**config.mk**
```make
export PLATFORM = sky130hd
export DESIGN_NAME = codec_pll_clock_control
export DESIGN_NICKNAME = d
export VERILOG_FILES = /design/src/codec_clk_pkg.sv /design/src/level_sync.sv /design/src/codec_pll_clock_control.sv
export SDC_FILE = /design/constraint.sdc
export NUM_CORES = 1
export LEC_CHECK = 0
export ABC_AREA = 1
export BUFFER_PORTS_ARGS = -buffer_cell sky130_fd_sc_hd__buf_2
export CAP_MARGIN = 20
export CORE_MARGIN = 3
export CORE_UTILIZATION = 58
export DETAILED_ROUTE_END_ITERATION = 8
export PLACE_DENSITY = 0.88
export SYNTH_ARGS = -nofsm -noshare
export SYNTH_HDL_FRONTEND = slang
export SYNTH_HIERARCHICAL = 1
export SYNTH_SLANG_ARGS = --single-unit
```
**constraint.sdc**
```tcl
create_clock -name clk -period 4.2 [get_ports clk]
set_clock_uncertainty 0.05 [all_clocks]
set_input_delay 0.21 -clock clk [delete_from_list [all_inputs] [get_ports clk]]
set_output_delay 0.21 -clock clk [all_outputs]
set_load 0.05 [all_outputs]
```
**src/codec_clk_pkg.sv**
```systemverilog
package codec_clk_pkg;

    localparam int unsigned CLK_HZ     = 125_000_000;
    localparam int unsigned ADDR_W     = 12;
    localparam int unsigned SYNC_DEPTH = 3;

    // register indices; byte address is four times the index
    localparam logic [9:0] IDX_MODE  = 10'h091;
    localparam logic [9:0] IDX_UPPER = 10'h092;
    localparam logic [9:0] IDX_LOWER = 10'h093;
    localparam logic [9:0] IDX_WHOLE = 10'h094;
    localparam logic [9:0] IDX_FLAGS = 10'h095;
    localparam logic [9:0] IDX_TRIM  = 10'h098;
    localparam logic [9:0] IDX_EVT   = 10'h099;
    localparam logic [9:0] IDX_MASK  = 10'h09A;

    localparam int unsigned MODE_LO  = 6;
    localparam int unsigned SQR_BIT  = 4;
    localparam int unsigned ST_MCLK  = 0;
    localparam int unsigned ST_LOCK  = 3;
    localparam int unsigned ST_ACT   = 4;
    localparam int unsigned ST_TRACK = 7;
    localparam int unsigned CAL_EN   = 7;
    localparam int unsigned CAL_GO   = 6;

    localparam int unsigned EV_W      = 4;
    localparam int unsigned EV_LOCK   = 0;
    localparam int unsigned EV_UNLOCK = 1;
    localparam int unsigned EV_CAL    = 2;
    localparam int unsigned EV_NOCLK  = 3;

    localparam logic [7:0] RST_MODE  = 8'h04;
    localparam logic [4:0] RST_UPPER = 5'h00;
    localparam logic [7:0] RST_LOWER = 8'h00;
    localparam logic [6:0] RST_WHOLE = 7'h20;
    localparam logic [7:0] RST_FLAGS = 8'h00;
    localparam logic [4:0] RST_RES   = 5'h00;
    localparam logic [3:0] RST_EVT   = 4'h0;

    typedef enum logic [1:0] {
        MODE_BYPASS = 2'b00,
        MODE_NORMAL = 2'b01,
        MODE_TRACK  = 2'b10,
        MODE_RSVD   = 2'b11
    } loop_mode_t;

    typedef enum logic [1:0] {
        CAL_IDLE = 2'b01,
        CAL_BUSY = 2'b10
    } cal_state_t;

    typedef struct packed {
        logic [6:0] whole;
        logic [4:0] upper;
        logic [7:0] lower;
    } fbdiv_t;

    // levels from the analog side, asynchronous to clk
    typedef struct packed {
        logic mclk_ok;
        logic loop_lock;
        logic track_lock;
        logic cal_done;
    } ana_in_t;

    typedef struct packed {
        logic       bypass;
        logic       loop_en;
        logic       track_en;
        logic       sqr_en;
        logic [2:0] range;
        fbdiv_t     fbdiv;
        logic       refosc_run;
        logic       cal_en;
        logic       cal_go;
    } clk_ctrl_t;

endpackage

```
**src/level_sync.sv**
```systemverilog
`timescale 1ns/1ns
module level_sync #(
    parameter int WIDTH = 1
) (
    input  wire logic             clk,
    input  wire logic             nrst,
    input  wire logic [WIDTH-1:0] async_i,
    output logic      [WIDTH-1:0] level_o
);
    logic [WIDTH-1:0] s1_q;
    logic [WIDTH-1:0] s2_q;
    logic [WIDTH-1:0] s3_q;
    logic [WIDTH-1:0] level_q;

    always_ff @(posedge clk) begin
        if (!nrst) begin
            s1_q <= '0;
            s2_q <= '0;
            s3_q <= '0;
        end else begin
            s1_q <= async_i;
            s2_q <= s1_q;
            s3_q <= s2_q;
        end
    end

    // a bit changes only once stages two and three agree
    always_ff @(posedge clk) begin
        if (!nrst) begin
            level_q <= '0;
        end else begin
            level_q <= (s2_q & s3_q) | (level_q & (s2_q ^ s3_q));
        end
    end

    assign level_o = level_q;
endmodule

```
**src/codec_pll_clock_control.sv**
```systemverilog
`timescale 1ns/1ns
module codec_pll_clock_control (
    input  wire logic                              clk,
    input  wire logic                              nrst,
    input  wire logic                              psel,
    input  wire logic                              penable,
    input  wire logic                              pwrite,
    input  wire logic [codec_clk_pkg::ADDR_W-1:0]  paddr,
    input  wire logic [31:0]                       pwdata,
    input  wire logic [3:0]                        pstrb,
    output logic      [31:0]                       prdata,
    output logic                                   pready,
    output logic                                   pslverr,
    input  wire codec_clk_pkg::ana_in_t            ana_i,
    input  wire logic [4:0]                        cal_value,
    input  wire logic                              standby,
    output codec_clk_pkg::clk_ctrl_t               ctrl_o,
    output logic                                   irq
);
    import codec_clk_pkg::*;

    logic [9:0]       idx;
    logic             setup;
    logic             access;
    logic             mapped;
    logic             wr;
    logic [7:0]       rd_val;
    logic [31:0]      prdata_q;
    logic [7:0]       mode_q;
    logic [4:0]       upper_q;
    logic [7:0]       lower_q;
    logic [6:0]       whole_q;
    fbdiv_t           fbdiv_q;
    logic             cal_en_q;
    logic             cal_go_q;
    logic [4:0]       cal_res_q;
    cal_state_t       cal_q;
    cal_state_t       cal_d;
    ana_in_t          ana_lvl;
    logic             done_prev_q;
    logic             done_rise;
    logic [7:0]       flags_q;
    logic [7:0]       flags_d;
    logic [EV_W-1:0]  evt_q;
    logic [EV_W-1:0]  evt_set;
    logic [EV_W-1:0]  evt_clr;
    logic [EV_W-1:0]  mask_q;
    logic             go_set;
    logic             cal_finish;
    loop_mode_t       mode;
    clk_ctrl_t        ctrl_q;

    level_sync #(
        .WIDTH   (4)
    ) u_sync (
        .clk     (clk),
        .nrst    (nrst),
        .async_i (ana_i),
        .level_o (ana_lvl)
    );

    assign idx    = paddr[11:2];
    assign setup  = psel & ~penable;
    assign access = psel & penable;
    assign mode   = loop_mode_t'(mode_q[MODE_LO+1:MODE_LO]);

    always_comb begin
        mapped = 1'b1;
        rd_val = 8'h00;
        unique case (idx)
            IDX_MODE:  rd_val = mode_q;
            IDX_UPPER: rd_val = {3'h0, upper_q};
            IDX_LOWER: rd_val = lower_q;
            IDX_WHOLE: rd_val = {1'b0, whole_q};
            IDX_FLAGS: rd_val = flags_q;
            IDX_TRIM:  rd_val = {cal_en_q, cal_go_q, 1'b0, cal_res_q};
            IDX_EVT:   rd_val = {4'h0, evt_q};
            IDX_MASK:  rd_val = {4'h0, mask_q};
            default:   mapped = 1'b0;
        endcase
    end

    // zero wait: read data is captured in the setup cycle
    assign pready  = 1'b1;
    assign pslverr = access & ~mapped;
    assign wr      = access & pwrite & pstrb[0] & mapped;
    assign prdata  = prdata_q;

    always_ff @(posedge clk) begin
        if (!nrst) begin
            prdata_q <= 32'h00000000;
        end else if (setup) begin
            prdata_q <= {24'h000000, rd_val};
        end
    end

    // mode, squarer and range held as written
    always_ff @(posedge clk) begin
        if (!nrst) begin
            mode_q <= RST_MODE;
        end else if (wr && idx == IDX_MODE) begin
            mode_q <= {pwdata[7:6], 1'b0, pwdata[4], 1'b0, pwdata[2:0]};
        end
    end

    // fraction parts staged until the whole part is written
    always_ff @(posedge clk) begin
        if (!nrst) begin
            upper_q <= RST_UPPER;
            lower_q <= RST_LOWER;
        end else if (wr && idx == IDX_UPPER) begin
            upper_q <= pwdata[4:0];
        end else if (wr && idx == IDX_LOWER) begin
            lower_q <= pwdata[7:0];
        end
    end

    always_ff @(posedge clk) begin
        if (!nrst) begin
            whole_q <= RST_WHOLE;
            fbdiv_q <= '{whole: RST_WHOLE, upper: RST_UPPER,
                         lower: RST_LOWER};
        end else if (wr && idx == IDX_WHOLE) begin
            whole_q <= pwdata[6:0];
            fbdiv_q <= '{whole: pwdata[6:0], upper: upper_q,
                         lower: lower_q};
        end
    end

    always_ff @(posedge clk) begin
        if (!nrst) begin
            cal_en_q <= 1'b0;
        end else if (wr && idx == IDX_TRIM) begin
            cal_en_q <= pwdata[CAL_EN];
        end
    end

    // a start request counts only with the block enabled
    assign go_set     = wr && idx == IDX_TRIM && pwdata[CAL_GO]
                        && pwdata[CAL_EN];
    assign done_rise  = ana_lvl.cal_done & ~done_prev_q;
    assign cal_finish = (cal_q == CAL_BUSY) & done_rise;

    always_ff @(posedge clk) begin
        if (!nrst) begin
            done_prev_q <= 1'b0;
        end else begin
            done_prev_q <= ana_lvl.cal_done;
        end
    end

    always_comb begin
        cal_d = cal_q;
        unique case (cal_q)
            CAL_IDLE: begin
                if (cal_go_q && cal_en_q) begin
                    cal_d = CAL_BUSY;
                end
            end
            CAL_BUSY: begin
                if (done_rise || !cal_en_q) begin
                    cal_d = CAL_IDLE;
                end
            end
            default: cal_d = CAL_IDLE;
        endcase
    end

    always_ff @(posedge clk) begin
        if (!nrst) begin
            cal_q <= CAL_IDLE;
        end else begin
            cal_q <= cal_d;
        end
    end

    // start bit set by a write of 1, cleared on finish
    always_ff @(posedge clk) begin
        if (!nrst) begin
            cal_go_q <= 1'b0;
        end else if (go_set) begin
            cal_go_q <= 1'b1;
        end else if (cal_finish || !cal_en_q) begin
            cal_go_q <= 1'b0;
        end
    end

    always_ff @(posedge clk) begin
        if (!nrst) begin
            cal_res_q <= RST_RES;
        end else if (cal_finish) begin
            cal_res_q <= cal_value;
        end
    end

    always_comb begin
        flags_d = RST_FLAGS;
        flags_d[ST_MCLK]  = ana_lvl.mclk_ok;
        // loop lock only counts with the loop on
        flags_d[ST_LOCK]  = ana_lvl.loop_lock
                            & (mode == MODE_NORMAL || mode == MODE_TRACK);
        flags_d[ST_ACT]   = (mode == MODE_NORMAL || mode == MODE_TRACK);
        // tracking lock only in tracking mode
        flags_d[ST_TRACK] = ana_lvl.track_lock & (mode == MODE_TRACK);
    end

    always_ff @(posedge clk) begin
        if (!nrst) begin
            flags_q <= RST_FLAGS;
        end else begin
            flags_q <= flags_d;
        end
    end

    always_comb begin
        evt_set            = RST_EVT;
        evt_set[EV_LOCK]   = flags_d[ST_LOCK] & ~flags_q[ST_LOCK];
        evt_set[EV_UNLOCK] = ~flags_d[ST_LOCK] & flags_q[ST_LOCK];
        evt_set[EV_CAL]    = cal_finish;
        evt_set[EV_NOCLK]  = ~flags_d[ST_MCLK] & flags_q[ST_MCLK];
    end

    // only bits actually returned are cleared, so a late event survives
    assign evt_clr = (access && !pwrite && idx == IDX_EVT)
                     ? prdata_q[EV_W-1:0] : RST_EVT;

    always_ff @(posedge clk) begin
        if (!nrst) begin
            evt_q <= RST_EVT;
        end else begin
            evt_q <= (evt_q & ~evt_clr) | evt_set;
        end
    end

    always_ff @(posedge clk) begin
        if (!nrst) begin
            mask_q <= RST_EVT;
        end else if (wr && idx == IDX_MASK) begin
            mask_q <= pwdata[EV_W-1:0];
        end
    end

    assign irq = |(evt_q & mask_q);

    // mode decode; reserved code keeps the loop off
    always_ff @(posedge clk) begin
        if (!nrst) begin
            ctrl_q <= '0;
        end else begin
            ctrl_q.bypass   <= (mode == MODE_BYPASS || mode == MODE_RSVD);
            ctrl_q.loop_en  <= (mode == MODE_NORMAL || mode == MODE_TRACK);
            ctrl_q.track_en <= (mode == MODE_TRACK);
            ctrl_q.sqr_en   <= mode_q[SQR_BIT];
            ctrl_q.range    <= mode_q[2:0];
            ctrl_q.fbdiv    <= fbdiv_q;
            // oscillator runs without a clock unless in standby
            ctrl_q.refosc_run <= ~ana_lvl.mclk_ok & ~standby;
            ctrl_q.cal_en   <= cal_en_q;
            ctrl_q.cal_go   <= (cal_q == CAL_BUSY);
        end
    end

    assign ctrl_o = ctrl_q;
endmodule

```
---- After elaboration in Yosys (flattened, before gate mapping) ----
Index checks and enable logic that the tools add are counted.
word-level totals
  memories ................................ 0
  bits in registers ....................... 119
  memory bits (writable) .................. 0
  input port bits ......................... 63
  latch bits .............................. 0
  word-level logic and storage cells ...... 107
  bits in read-only memories .............. 0
  output and inout port bits .............. 65
cells by class
  bitwise operators ....................... 30
  divide/modulo/power cells ............... 0
  shift operators ......................... 0
  reductions and logical operators ........ 23
  add/sub/neg operators ................... 0
  equality and inequality tests ........... 15
  muxes and demuxes ....................... 8
  multipliers ............................. 0
  order comparisons ....................... 0
operators by type and width
  operator                                         count
  == test 10 x 8 -> 1 bit (second input constant)  8
  one-hot mux 8 bit (8 select lines)               1
  AND 4 bit                                        4
  AND 1 bit                                        14
  logical AND 1 bit                                11
  inverter 1 bit                                   8
  bitwise OR 4 bit                                 2
  OR reduction 8 bit                               1
  == test 2 bit (second input constant)            3
  == test 2 x 1 -> 1 bit (second input constant)   2
  logical OR 1 bit                                 4
  two-way mux 2 bit                                2
  two-way mux 4 bit                                1
  inequality test 2 bit (second input constant)    2
  inverter 4 bit                                   1
  one-hot mux 2 bit (2 select lines)               1
  AND reduction 2 bit                              2
  OR reduction 4 bit                               1
  bitwise XOR 4 bit                                1
  two-way mux 1 bit                                3
  zero test 1 bit                                  2
  zero test 2 bit                                  1
  nonzero test 2 bit                               1

---- Depth between registers and ports, before layout ----
Gate-level depths: netlist of the first run.
  depth in word-level cells ............... 8
  depth in mapped cells ................... 13
  depth with buffers taken out ............ 12

---- Modules after synthesis ----
Netlist of the first run, hierarchy kept.
by module, submodules not included
  module                   sequential area each (sq um)  cells an instance  area an instance (sq um)  times used
  codec_pll_clock_control  1,961.9                       720                4,730.8                   1
  level_sync               320.3                         58                 525.5                     1

---- Worst setup path before layout of the first run ----
No wires, ideal clock.
  path type ............................... input to output
  from .................................... input paddr[9] (netlist bit)
  to ...................................... output pslverr
  arrival ................................. 1,698 ps
  slack ................................... 2,242 ps
  stages .................................. 10
  path buffers ............................ 1
  data required time ...................... 3,940 ps
  cell sequence ........................... nand2_1 > inv_1 > nand2_2 > nor2_1 > nand2_1 > nand2_1 > nor2_1 > nand2_4 > buf_2 > nor2_1
on the way
  cells in the longest elaborated chain, start to end .. 5
  elaborated cells between the ends (all ways) .. 12
  classes of those cells .................. 8 x eq/ne; 1 x mux; 2 x bitwise; 1 x reduce/logical
ends and longest elaborated chain
  element                           line                           RTL
  start, declared                   codec_pll_clock_control.sv:8   input wire logic [codec_clk_pkg::ADDR_W-1:0] paddr,
  == test 10 x 8 -> 1 bit           codec_pll_clock_control.sv:70  unique case (idx)
  OR reduction 8 bit (no line) (*)  -
  two-way mux 1 bit (*)             codec_pll_clock_control.sv:70
  inverter 1 bit (*)                codec_pll_clock_control.sv:85  assign pslverr = access & ~mapped;
  AND 1 bit (*)                     codec_pll_clock_control.sv:85
  end, declared                     codec_pll_clock_control.sv:13  output logic pslverr,
Every way passes the cells marked *; elsewhere a longest branch is shown, timed or not.

---- Worst setup path after layout of the first run ----
  from .................................... input paddr[11] (netlist bit)
  to ...................................... output pslverr
The elaborated chain is that of the path after synthesis.

==> results of run 1 <==
[logic make-up (layout without fill, tap and decap cells)]
| family | after synthesis | in the layout | synth area share |
|---|---|---|---|
| buffers and inverters | 228 | 297 | 0.188 |
| AND/OR/NAND/NOR | 391 | 391 | 0.327 |
| other | 2 | 25 | 0.00143 |
| AO/OA/AOI/OAI | 38 | 38 | 0.0376 |
| flip-flops | 114 | 114 | 0.434 |
| adder cells (fa/ha/maj) | 5 | 5 | 0.0119 |
[metal layers]
layer	vias up	share of wire
met3	46	0.099
met1	2193	0.41
met2	298	0.46
met5	-	0
li1	2466	-
met4	0	0.032
[synthesized netlist by cell type]
cell type	instances	area, um2
a21oi_1	17	85.1
buf_1	5	18.8
buf_2	8	40.0
buf_4	26	195
buf_6	3	33.8
clkbuf_1	13	48.8
clkinv_1	3	11.3
conb_1	2	7.51
dfxtp_1	114	2280
ha_1	5	62.6
inv_1	163	612
inv_2	7	26.3
nand2_1	198	743
nand2_2	1	6.26
nand2_4	1	11.3
nand3_1	31	155
nand3_2	5	50.1
nand4_1	58	363
nor2_1	87	327
nor2_2	5	31.3
nor3_1	3	15.0
nor4_1	1	6.26
nor4_2	1	12.5
o21ai_0	18	90.1
o21bai_1	1	7.51
o31ai_1	2	15.0
[worst paths after layout]
kind	depth (start not counted)	start	slack, ns	endpoint
hold reg to reg	2	u_sync/s1_q[0]	0.36	u_sync/s2_q[0]
setup / recovery	12	paddr[11]	1.89	pslverr
setup reg to reg	6	u_sync/level_o[0]	2.81	cal_go_q
hold / removal	5	pwdata[7]	0.01	lower_q[7]
[power breakdown]
group | switching (mW) | internal, mW
Clock | 0.535 | 0.911
Sequential | 0.00234 | 1.09
Combinational | 0.130 | 0.0371
[registers in the layout, summed over array words and instances (netlist names)]
signal / flops
cal_en_q: 1
ctrl_o: 29
u_sync/s1_q: 4
mode_q: 6
upper_q: 5
mask_q: 4
lower_q: 8
evt_q: 4
done_prev_q: 1
cal_q: 2
u_sync/s2_q: 4
u_sync/s3_q: 4
flags_q: 4
fbdiv_q: 20
u_sync/level_o: 4
cal_go_q: 1
cal_res_q: 5
prdata: 8
[critical path: stages]
cell and delay [ns]:
buf_2 0.11, nor2_2 0.09, buf_4 0.31, nand2_1 0.17
inv_2 0.08, nand3_1 0.10, nand2_1 0.10, nor2_1 0.07
nand2_4 0.07, buf_4 0.43, nor2_1 0.07, buf_2 0.22
[cell type report]
type,instances,area (um2)
sequential,114,2280
timing repair buffer,92,541
tap,108,135
fill,677,2480
inverter,173,649
multi-input combinational,459,2080
clock inverter,14,179
clock buffer,18,418
==> flow_results.xml, run 1 <==
<?xml version="1.0" encoding="UTF-8"?>
<metrics>
  <group name="clock_tree">
    <metric name="h_tree_depth" unit="">4</metric>
    <metric name="cts.reportedPaths.clkPinSlew" unit="ns">0.05</metric>
    <metric name="post_cts_resize_count" unit="">0</metric>
    <metric name="clock_sinks" unit="">114</metric>
    <metric name="holdBufCountCts" unit="">13</metric>
    <metric name="post-cts-setup-buffer-count" unit="">0</metric>
    <metric name="clock_tree.buffer_depth" unit="">2</metric>
    <metric name="clock_insertion_delay_worst_skew" unit="ns">0.53</metric>
    <metric name="clock_tree.root_cell" unit="">clkbuf_8</metric>
    <metric name="cts_tree" unit="">built</metric>
    <metric name="cts_made_buffers" unit="">17</metric>
  </group>
  <group name="timing">
    <metric name="final.hold.worst_slack" unit="ns">0.0149</metric>
    <metric name="final.setup.tns" unit="ns">0</metric>
    <metric name="slew_viol_final" unit="">0</metric>
    <metric name="fin_crit_sh" unit="">0.551</metric>
    <metric name="period_needed" unit="ns">2.31</metric>
    <metric name="finalWorstSetupSlack" unit="ns">1.89</metric>
    <metric name="timing_worst_slew_pin_value" unit="ns">0.894</metric>
    <metric name="rsz_0062_raised_after_global_routing" unit="">false</metric>
    <metric name="timing.final.setup_violations" unit="">0</metric>
    <metric name="timing_hold_violations_final" unit="">0</metric>
    <metric name="fmaxAchievable" unit="MHz">432</metric>
    <metric name="timing.max_slew.rel_slack" unit="">0.404</metric>
  </group>
  <group name="placed_design">
    <metric name="dpl.cell_count" unit="">933</metric>
    <metric name="buffer_ports.inserted" unit="">73</metric>
    <metric name="detailedPlacementHpwl" unit="um">7920</metric>
    <metric name="placer_congestion" unit="">0.950</metric>
    <metric name="pre_cts_slack" unit="ns">1.87</metric>
    <metric name="placedInstanceArea" unit="um2">5560</metric>
  </group>
  <group name="logic_synthesis">
    <metric name="avgSynthCellArea" unit="um2">6.76</metric>
    <metric name="postSynthCellCount" unit="">778</metric>
    <metric name="synth.ff_latch_count" unit="">114</metric>
    <metric name="yosys_warnings" unit="">6</metric>
    <metric name="syn-cell-area" unit="um2">5260</metric>
    <metric name="ys_types" unit="">26</metric>
    <metric name="synth.yosys.seq_area_share" unit="">0.434</metric>
  </group>
  <group name="floorplanning">
    <metric name="die_width" unit="um">101</metric>
    <metric name="io_pins" unit="">128</metric>
    <metric name="floorplan.core_area" unit="um2">8760</metric>
    <metric name="chipHeight" unit="um">101</metric>
    <metric name="num_rows" unit="">34</metric>
    <metric name="die_area" unit="um2">10200</metric>
    <metric name="start_util" unit="">0.600</metric>
  </group>
  <group name="run">
    <metric name="cap_violations" unit="">0</metric>
  </group>
  <group name="detailed_routing">
    <metric name="antenna_left" unit="">0</metric>
    <metric name="routed_wl" unit="um">12700</metric>
    <metric name="firstDrtPassIters" unit="">7</metric>
    <metric name="detailedRoute.firstIterationViolations" unit="">512</metric>
    <metric name="wl_per_cell" unit="um">12.9</metric>
    <metric name="via_count" unit="">5003</metric>
    <metric name="vias_per_cell" unit="">5.12</metric>
    <metric name="drc" unit="">0</metric>
  </group>
  <group name="finish">
    <metric name="most_frequent_cells_in_the_layout" unit="">nand2_1 (198), inv_1 (163), dfxtp_1 (114), nor2_1 (86), buf_2 (73)</metric>
    <metric name="nets" unit="">925</metric>
    <metric name="final_layout_size_suffix_gt1_frac" unit="">0.151</metric>
    <metric name="final-instance-count-excl-fill" unit="">978</metric>
    <metric name="syn_to_final_growth" unit="%">19.6</metric>
    <metric name="final_common_cell" unit="">nand2_1</metric>
    <metric name="finish.utilization" unit="">0.717</metric>
    <metric name="finish.instance_area" unit="um2">6290</metric>
    <metric name="antenna_cells" unit="">0</metric>
  </group>
  <group name="global_route">
    <metric name="grt.busiest_layer" unit="">met2</metric>
    <metric name="global_route.usage.met1" unit="">0.316</metric>
    <metric name="groute.layer.met2.usage" unit="">0.409</metric>
    <metric name="first_pass_grt_wire_length" unit="um">20400</metric>
    <metric name="met3_usage" unit="">0.0613</metric>
    <metric name="gr-usage-all-layers" unit="">0.251</metric>
    <metric name="grt_pass1_vias" unit="">4548</metric>
    <metric name="antenna_found_initial" unit="">0</metric>
    <metric name="pin_count_of_the_biggest_net_entering_global_routing" unit="">51</metric>
    <metric name="gr-total-overflow" unit="">0</metric>
  </group>
  <group name="worst_setup_path">
    <metric name="data_arrival_time_of_the_critical_path" unit="ns">2.05</metric>
    <metric name="timing.critical_path.fanout_max" unit="">50</metric>
    <metric name="worst_path_required" unit="ns">3.94</metric>
    <metric name="timing_worst_setup_path_type" unit="">in2out</metric>
    <metric name="element_type_at_the_critical_path_start" unit="">primary input</metric>
    <metric name="cp_endpoint_kind" unit="">primary output</metric>
  </group>
  <group name="status">
    <metric name="run_status" unit="">finished clean</metric>
  </group>
  <group name="pwr">
    <metric name="p_leak" unit="nW">3.33</metric>
    <metric name="report.power.total" unit="mW">2.70</metric>
    <metric name="powerDensity" unit="nW/um2">430</metric>
    <metric name="worst_ir_drop_vdd" unit="mV">0.304</metric>
  </group>
  <group name="min_path">
    <metric name="timing.hold.worst.class" unit="">in2reg</metric>
  </group>
</metrics>
Note: power is estimated with default switching activity, not from simulation.
==> run 2, diff against run 1 <==
--- a/config.mk
+++ b/config.mk
@@ -9,9 +9,9 @@
 export BUFFER_PORTS_ARGS = -buffer_cell sky130_fd_sc_hd__buf_2
 export CAP_MARGIN = 20
 export CORE_MARGIN = 3
-export CORE_UTILIZATION = 58
+export CORE_UTILIZATION = 53
 export DETAILED_ROUTE_END_ITERATION = 8
-export PLACE_DENSITY = 0.88
+export PLACE_DENSITY = 0.81
 export SYNTH_ARGS = -nofsm -noshare
 export SYNTH_HDL_FRONTEND = slang
 export SYNTH_HIERARCHICAL = 1
==> constraint.sdc (replaced) <==
create_clock -name clk -period 2.13 [get_ports clk]
set_clock_uncertainty 0.05 [all_clocks]
set_input_delay 0.1065 -clock clk [delete_from_list [all_inputs] [get_ports clk]]
set_output_delay 0.1065 -clock clk [all_outputs]
set_load 0.05 [all_outputs]
==> flow_results.xml, run 2 (same netlist as run 1, synthesis figures left out) <==
<?xml version="1.0" encoding="UTF-8"?>
<metrics>
  <group name="clock_tree">
    <metric name="post_cts_resize_count" unit="">0</metric>
    <metric name="clock_insertion_delay_worst_skew" unit="ns">0.52</metric>
    <metric name="cts.reportedPaths.clkPinSlew" unit="ns">0.06</metric>
    <metric name="clock_sinks" unit="">114</metric>
    <metric name="clock_tree.buffer_depth" unit="">2</metric>
    <metric name="clock_tree.root_cell" unit="">clkbuf_8</metric>
    <metric name="cts_tree" unit="">built</metric>
    <metric name="cts_made_buffers" unit="">17</metric>
    <metric name="h_tree_depth" unit="">4</metric>
  </group>
  <group name="timing">
    <metric name="timing_hold_violations_final" unit="">0</metric>
    <metric name="period_needed" unit="ns">1.90</metric>
    <metric name="timing.final.setup_violations" unit="">0</metric>
    <metric name="fin_crit_sh" unit="">0.892</metric>
    <metric name="final.hold.worst_slack" unit="ns">0.0339</metric>
    <metric name="timing_worst_slew_pin_value" unit="ns">0.581</metric>
    <metric name="rsz_0062_raised_after_global_routing" unit="">false</metric>
    <metric name="timing.max_slew.rel_slack" unit="">0.609</metric>
    <metric name="fmaxAchievable" unit="MHz">526</metric>
    <metric name="final.setup.tns" unit="ns">0</metric>
    <metric name="slew_viol_final" unit="">0</metric>
  </group>
  <group name="detailed_routing">
    <metric name="detailedRoute.firstIterationViolations" unit="">360</metric>
    <metric name="antenna_left" unit="">0</metric>
    <metric name="wl_per_cell" unit="um">12.3</metric>
    <metric name="routed_wl" unit="um">12400</metric>
    <metric name="via_count" unit="">4924</metric>
    <metric name="vias_per_cell" unit="">4.85</metric>
    <metric name="firstDrtPassIters" unit="">5</metric>
    <metric name="drc" unit="">0</metric>
  </group>
  <group name="global_route">
    <metric name="gr-usage-all-layers" unit="">0.227</metric>
    <metric name="grt_pass1_vias" unit="">4544</metric>
    <metric name="antenna_found_initial" unit="">0</metric>
    <metric name="first_pass_grt_wire_length" unit="um">20600</metric>
    <metric name="gr-total-overflow" unit="">0</metric>
    <metric name="pin_count_of_the_biggest_net_entering_global_routing" unit="">95</metric>
  </group>
  <group name="placed_design">
    <metric name="placedInstanceArea" unit="um2">5670</metric>
    <metric name="dpl.cell_count" unit="">962</metric>
    <metric name="placer_congestion" unit="">0.916</metric>
    <metric name="detailedPlacementHpwl" unit="um">8050</metric>
    <metric name="buffer_ports.inserted" unit="">73</metric>
  </group>
  <group name="finish">
    <metric name="finish.instance_area" unit="um2">6430</metric>
    <metric name="antenna_cells" unit="">0</metric>
    <metric name="most_frequent_cells_in_the_layout" unit="">nand2_1 (198), inv_1 (163), dfxtp_1 (114), nor2_1 (86), buf_2 (73)</metric>
    <metric name="syn_to_final_growth" unit="%">22.3</metric>
    <metric name="largest_register_ffs" unit="">29</metric>
    <metric name="final-instance-count-excl-fill" unit="">1015</metric>
    <metric name="final_layout_size_suffix_gt1_frac" unit="">0.155</metric>
    <metric name="nets" unit="">941</metric>
    <metric name="final_common_cell" unit="">nand2_1</metric>
  </group>
  <group name="worst_setup_path">
    <metric name="cp_endpoint_kind" unit="">flip-flop</metric>
    <metric name="worst_path_required" unit="ns">2.48</metric>
    <metric name="element_type_at_the_critical_path_start" unit="">flip-flop</metric>
    <metric name="timing_worst_setup_path_type" unit="">reg2reg</metric>
    <metric name="timing.critical_path.fanout_max" unit="">9</metric>
    <metric name="data_arrival_time_of_the_critical_path" unit="ns">2.25</metric>
  </group>
  <group name="floorplanning">
    <metric name="die_width" unit="um">106</metric>
    <metric name="floorplan.core_area" unit="um2">9460</metric>
    <metric name="io_pins" unit="">128</metric>
    <metric name="chipHeight" unit="um">106</metric>
    <metric name="die_area" unit="um2">11100</metric>
    <metric name="num_rows" unit="">35</metric>
    <metric name="start_util" unit="">0.556</metric>
  </group>
  <group name="run">
    <metric name="cap_violations" unit="">0</metric>
  </group>
  <group name="status">
    <metric name="run_status" unit="">finished clean</metric>
  </group>
  <group name="pwr">
    <metric name="p_leak" unit="nW">3.39</metric>
    <metric name="worst_ir_drop_vdd" unit="mV">0.554</metric>
    <metric name="powerDensity" unit="nW/um2">791</metric>
  </group>
  <group name="min_path">
    <metric name="timing.hold.worst.class" unit="">in2reg</metric>
  </group>
</metrics>
run 2: metal layers:
metal,part of all wire,global-route usage
met5,0,0
met4,0.025,0.0953
met3,0.071,0.0514
met2,0.46,0.362
met1,0.44,0.297
run 2: worst paths after layout:
check / from / end / slack [ns] / depth (start not counted)
hold reg to reg: u_sync/s1_q[1] / u_sync/s2_q[1] / 0.36 / 2
hold / removal: psel / prdata[3] / 0.03 / 6
setup reg to reg: u_sync/level_o[0] / cal_go_q / 0.23 / 7
setup / recovery: u_sync/level_o[0] / cal_go_q / 0.23 / 7
run 2: layout make-up:
cell class | count | area (um2)
inverters | 173 | 649
clock buffers | 21 | 439
fillers | 795 | 3030
clock inverters | 11 | 106
repair buffers | 108 | 706
flip-flops and latches | 114 | 2280
multi-input cells | 459 | 2080
well taps | 129 | 161
run 2: timing repair:
item | 4_1_cts | 5_1_grt
setup buffers | 0 | 0
hold buffers | 21 | 0
endpoints found under the setup margin | 0 | 0
endpoints found under the hold margin | 46 | 0
run 2: worst max-delay path: stages, from the launching register on:
cell	delay (ns)
dfxtp_1	0.35
inv_1	0.05
nor2_1	0.12
nand2_1	0.22
inv_1	0.21
nor3_1	0.07
o21bai_1	0.16
dlygate4sd3_1	0.55
run 2: through the flow:
stage | worst slack (ns) | utilization | total power, mW
after floorplan | 0.379 | - | 2.46
after global placement | 0.319 | 0.599 | 2.50
after detailed placement | 0.303 | 0.599 | 2.51
after CTS | 0.266 | 0.679 | 5.09
after global routing | 0.0878 | 0.679 | 5.22
final | 0.230 | 0.679 | 5.09
run 2: power breakdown:
part           switching [mW]  internal, mW  total, mW
Sequential            0.00421          2.15       2.15
Combinational           0.255        0.0885      0.343
Clock                    1.01          1.58       2.59
Total                    1.27          3.82       5.09
==> run 3, diff against run 2 <==
--- a/config.mk
+++ b/config.mk
@@ -8,10 +8,10 @@
 export ABC_AREA = 1
 export BUFFER_PORTS_ARGS = -buffer_cell sky130_fd_sc_hd__buf_2
 export CAP_MARGIN = 20
-export CORE_MARGIN = 3
+export CORE_MARGIN = 4
 export CORE_UTILIZATION = 53
 export DETAILED_ROUTE_END_ITERATION = 8
-export PLACE_DENSITY = 0.81
+export PLACE_DENSITY = 0.8
 export SYNTH_ARGS = -nofsm -noshare
 export SYNTH_HDL_FRONTEND = slang
 export SYNTH_HIERARCHICAL = 1
==> flow_results.xml, run 3 (same netlist as run 1, synthesis figures left out) <==
<?xml version="1.0" encoding="UTF-8"?>
<metrics>
  <group name="status">
    <metric name="run_status" unit="">finished clean</metric>
  </group>
  <group name="finish">
    <metric name="most_frequent_cells_in_the_layout" unit="">nand2_1 (198), inv_1 (163), dfxtp_1 (114), nor2_1 (86), buf_2 (73)</metric>
    <metric name="syn_to_final_growth" unit="%">23.7</metric>
    <metric name="n_fill_cell" unit="">810</metric>
    <metric name="finish.instance_area" unit="um2">6500</metric>
    <metric name="largest_register_ffs" unit="">29</metric>
    <metric name="multi_input_area" unit="um2">2080</metric>
    <metric name="sequential_area" unit="um2">2280</metric>
    <metric name="antenna_cells" unit="">0</metric>
    <metric name="final_common_cell" unit="">nand2_1</metric>
    <metric name="finish.utilization" unit="">0.668</metric>
    <metric name="final_layout_size_suffix_gt1_frac" unit="">0.164</metric>
    <metric name="nets" unit="">947</metric>
  </group>
  <group name="detailed_routing">
    <metric name="detail_route.wirelength.met1" unit="um">5390</metric>
    <metric name="routed_wl" unit="um">12600</metric>
    <metric name="antenna_left" unit="">0</metric>
    <metric name="vias_per_cell" unit="">4.85</metric>
    <metric name="via_count" unit="">4971</metric>
    <metric name="detailedRoute.firstIterationViolations" unit="">335</metric>
    <metric name="wl_per_cell" unit="um">12.3</metric>
    <metric name="dr_wl_met3" unit="um">955</metric>
    <metric name="detailroute.wirelength.met2" unit="um">6010</metric>
    <metric name="dr.max_layer_used" unit="">met4</metric>
    <metric name="drc" unit="">0</metric>
    <metric name="firstDrtPassIters" unit="">5</metric>
  </group>
  <group name="worst_setup_path">
    <metric name="critical-path-max-stage-delay" unit="ns">0.58</metric>
    <metric name="data_arrival_time_of_the_critical_path" unit="ns">2.38</metric>
    <metric name="critPathSlowestCell" unit="">dlygate4sd3_1</metric>
    <metric name="worst_path_buf_inv" unit="">3</metric>
    <metric name="element_type_at_the_critical_path_start" unit="">primary input</metric>
    <metric name="timing.critical_path.fanout_max" unit="">23</metric>
    <metric name="path_cells" unit="">dlygate4sd3_1 -&gt; buf_2 -&gt; nand2_1 -&gt; nor2_4 -&gt; nand4_1 -&gt; o21bai_1 -&gt; dlygate4sd3_1</metric>
    <metric name="worst_path_required" unit="ns">2.54</metric>
    <metric name="cp_top_family" unit="">buffers and inverters</metric>
    <metric name="cp_endpoint_kind" unit="">flip-flop</metric>
    <metric name="crit_path_frequent_cell" unit="">dlygate4sd3_1</metric>
    <metric name="timing_worst_setup_path_type" unit="">in2reg</metric>
  </group>
  <group name="pwr">
    <metric name="swShare" unit="">0.249</metric>
    <metric name="p_int" unit="mW">3.94</metric>
    <metric name="pwr-share-comb" unit="">0.066</metric>
    <metric name="reported_net_switching_power" unit="mW">1.31</metric>
    <metric name="worst_ir_drop_vdd" unit="mV">0.552</metric>
    <metric name="powerDensity" unit="nW/um2">807</metric>
    <metric name="clock_power_share" unit="">0.524</metric>
    <metric name="sequentialPowerShare" unit="">0.410</metric>
    <metric name="report.power.total" unit="mW">5.25</metric>
    <metric name="p_leak" unit="nW">3.44</metric>
  </group>
  <group name="global_route">
    <metric name="pin_count_of_the_biggest_net_entering_global_routing" unit="">95</metric>
    <metric name="gr-usage-all-layers" unit="">0.225</metric>
    <metric name="gr-total-overflow" unit="">0</metric>
    <metric name="antenna_found_initial" unit="">0</metric>
    <metric name="first_pass_grt_wire_length" unit="um">20700</metric>
    <metric name="grt_pass1_vias" unit="">4547</metric>
  </group>
  <group name="placed_design">
    <metric name="detailedPlacementHpwl" unit="um">8380</metric>
    <metric name="pre_cts_slack" unit="ns">0.126</metric>
    <metric name="placer_congestion" unit="">0.902</metric>
    <metric name="buffer_ports.inserted" unit="">73</metric>
    <metric name="placedInstanceArea" unit="um2">5710</metric>
  </group>
  <group name="timing">
    <metric name="timing_hold_violations_final" unit="">0</metric>
    <metric name="finalWorstSetupSlack" unit="ns">0.156</metric>
    <metric name="timing.final.setup_violations" unit="">0</metric>
    <metric name="slew_viol_final" unit="">0</metric>
    <metric name="fin_crit_sh" unit="">0.927</metric>
    <metric name="timing_worst_slew_pin_value" unit="ns">0.634</metric>
    <metric name="timing.max_slew.rel_slack" unit="">0.577</metric>
    <metric name="period_needed" unit="ns">1.97</metric>
    <metric name="fmaxAchievable" unit="MHz">507</metric>
    <metric name="final.setup.tns" unit="ns">0</metric>
    <metric name="rsz_0062_raised_after_global_routing" unit="">false</metric>
  </group>
  <group name="clock_tree">
    <metric name="post-cts-setup-buffer-count" unit="">0</metric>
    <metric name="clock_insertion_delay_worst_skew" unit="ns">0.52</metric>
    <metric name="cts_tree" unit="">built</metric>
    <metric name="post_cts_resize_count" unit="">0</metric>
    <metric name="h_tree_depth" unit="">4</metric>
    <metric name="clock_sinks" unit="">114</metric>
    <metric name="clock_tree.buffer_depth" unit="">2</metric>
    <metric name="clock_tree.root_cell" unit="">clkbuf_8</metric>
    <metric name="cts_made_buffers" unit="">17</metric>
    <metric name="cts.reportedPaths.clkPinSlew" unit="ns">0.06</metric>
    <metric name="holdBufCountCts" unit="">21</metric>
  </group>
  <group name="run">
    <metric name="cap_violations" unit="">0</metric>
  </group>
  <group name="floorplanning">
    <metric name="io_pins" unit="">128</metric>
    <metric name="die_area" unit="um2">11600</metric>
    <metric name="chipHeight" unit="um">108</metric>
    <metric name="start_util" unit="">0.540</metric>
    <metric name="num_rows" unit="">36</metric>
    <metric name="floorplan.core_area" unit="um2">9730</metric>
    <metric name="die_width" unit="um">108</metric>
  </group>
  <group name="min_path">
    <metric name="timing.hold.worst.class" unit="">in2reg</metric>
  </group>
</metrics>
## run 3: cell count changes in the layout (fill, tap and decap cells not counted), sizes merged
cell	previous run	this run
buf	87	93
clkinv	8	9
bufinv	1	2
clkbuf	21	18
inv	172	173
## run 3: final timing paths
kind,start,to,slack [ns],depth (start not counted)
setup / recovery,penable,cal_go_q,0.16,7
hold / removal,psel,prdata[3],0.03,6
setup reg to reg,u_sync/level_o[0],cal_go_q,0.20,7
hold reg to reg,u_sync/s1_q[1],u_sync/s2_q[1],0.36,2
## run 3: cell type report
| type | instances | share of cell area |
|---|---|---|
| flip-flops and latches | 114 | 0.351 |
| clock buffers | 18 | 0.0658 |
| multi-input cells | 459 | 0.320 |
| clock inverters | 14 | 0.0237 |
| well taps | 133 | 0.0256 |
| inverters | 173 | 0.0999 |
| repair buffers | 114 | 0.114 |
## run 3: through the flow
step / hold slack [ns] / instances
floorplan: 0.133 / 801
global placement: 0.238 / 972
detailed placement: 0.243 / 972
CTS: 0.00585 / 1025
global route: 0.0412 / 1025
finish: 0.0262 / 1025
## run 3: metal layers
layer	vias to the layer above	global-route usage
met5	-	0
li1	2514	-
met3	24	0.0648
met4	0	0.0884
met1	2244	0.278
met2	189	0.370
## run 3: power by group through the flow
stage	registers (mW)	logic, mW	clock network, mW
2_1_floorplan	2.21	0.252	0
4_1_cts	2.15	0.342	2.79
3_3_place_gp	2.20	0.310	0
6_report	2.15	0.347	2.75
3_5_place_dp	2.20	0.312	0
5_1_grt	2.15	0.375	2.88
## run 3: worst min-delay path, cell delays in order
cell and delay, ns:
buf_2 0.10, inv_1 0.04, nor2_1 0.03, buf_4 0.15, nand2_1 0.06, a21oi_1 0.05
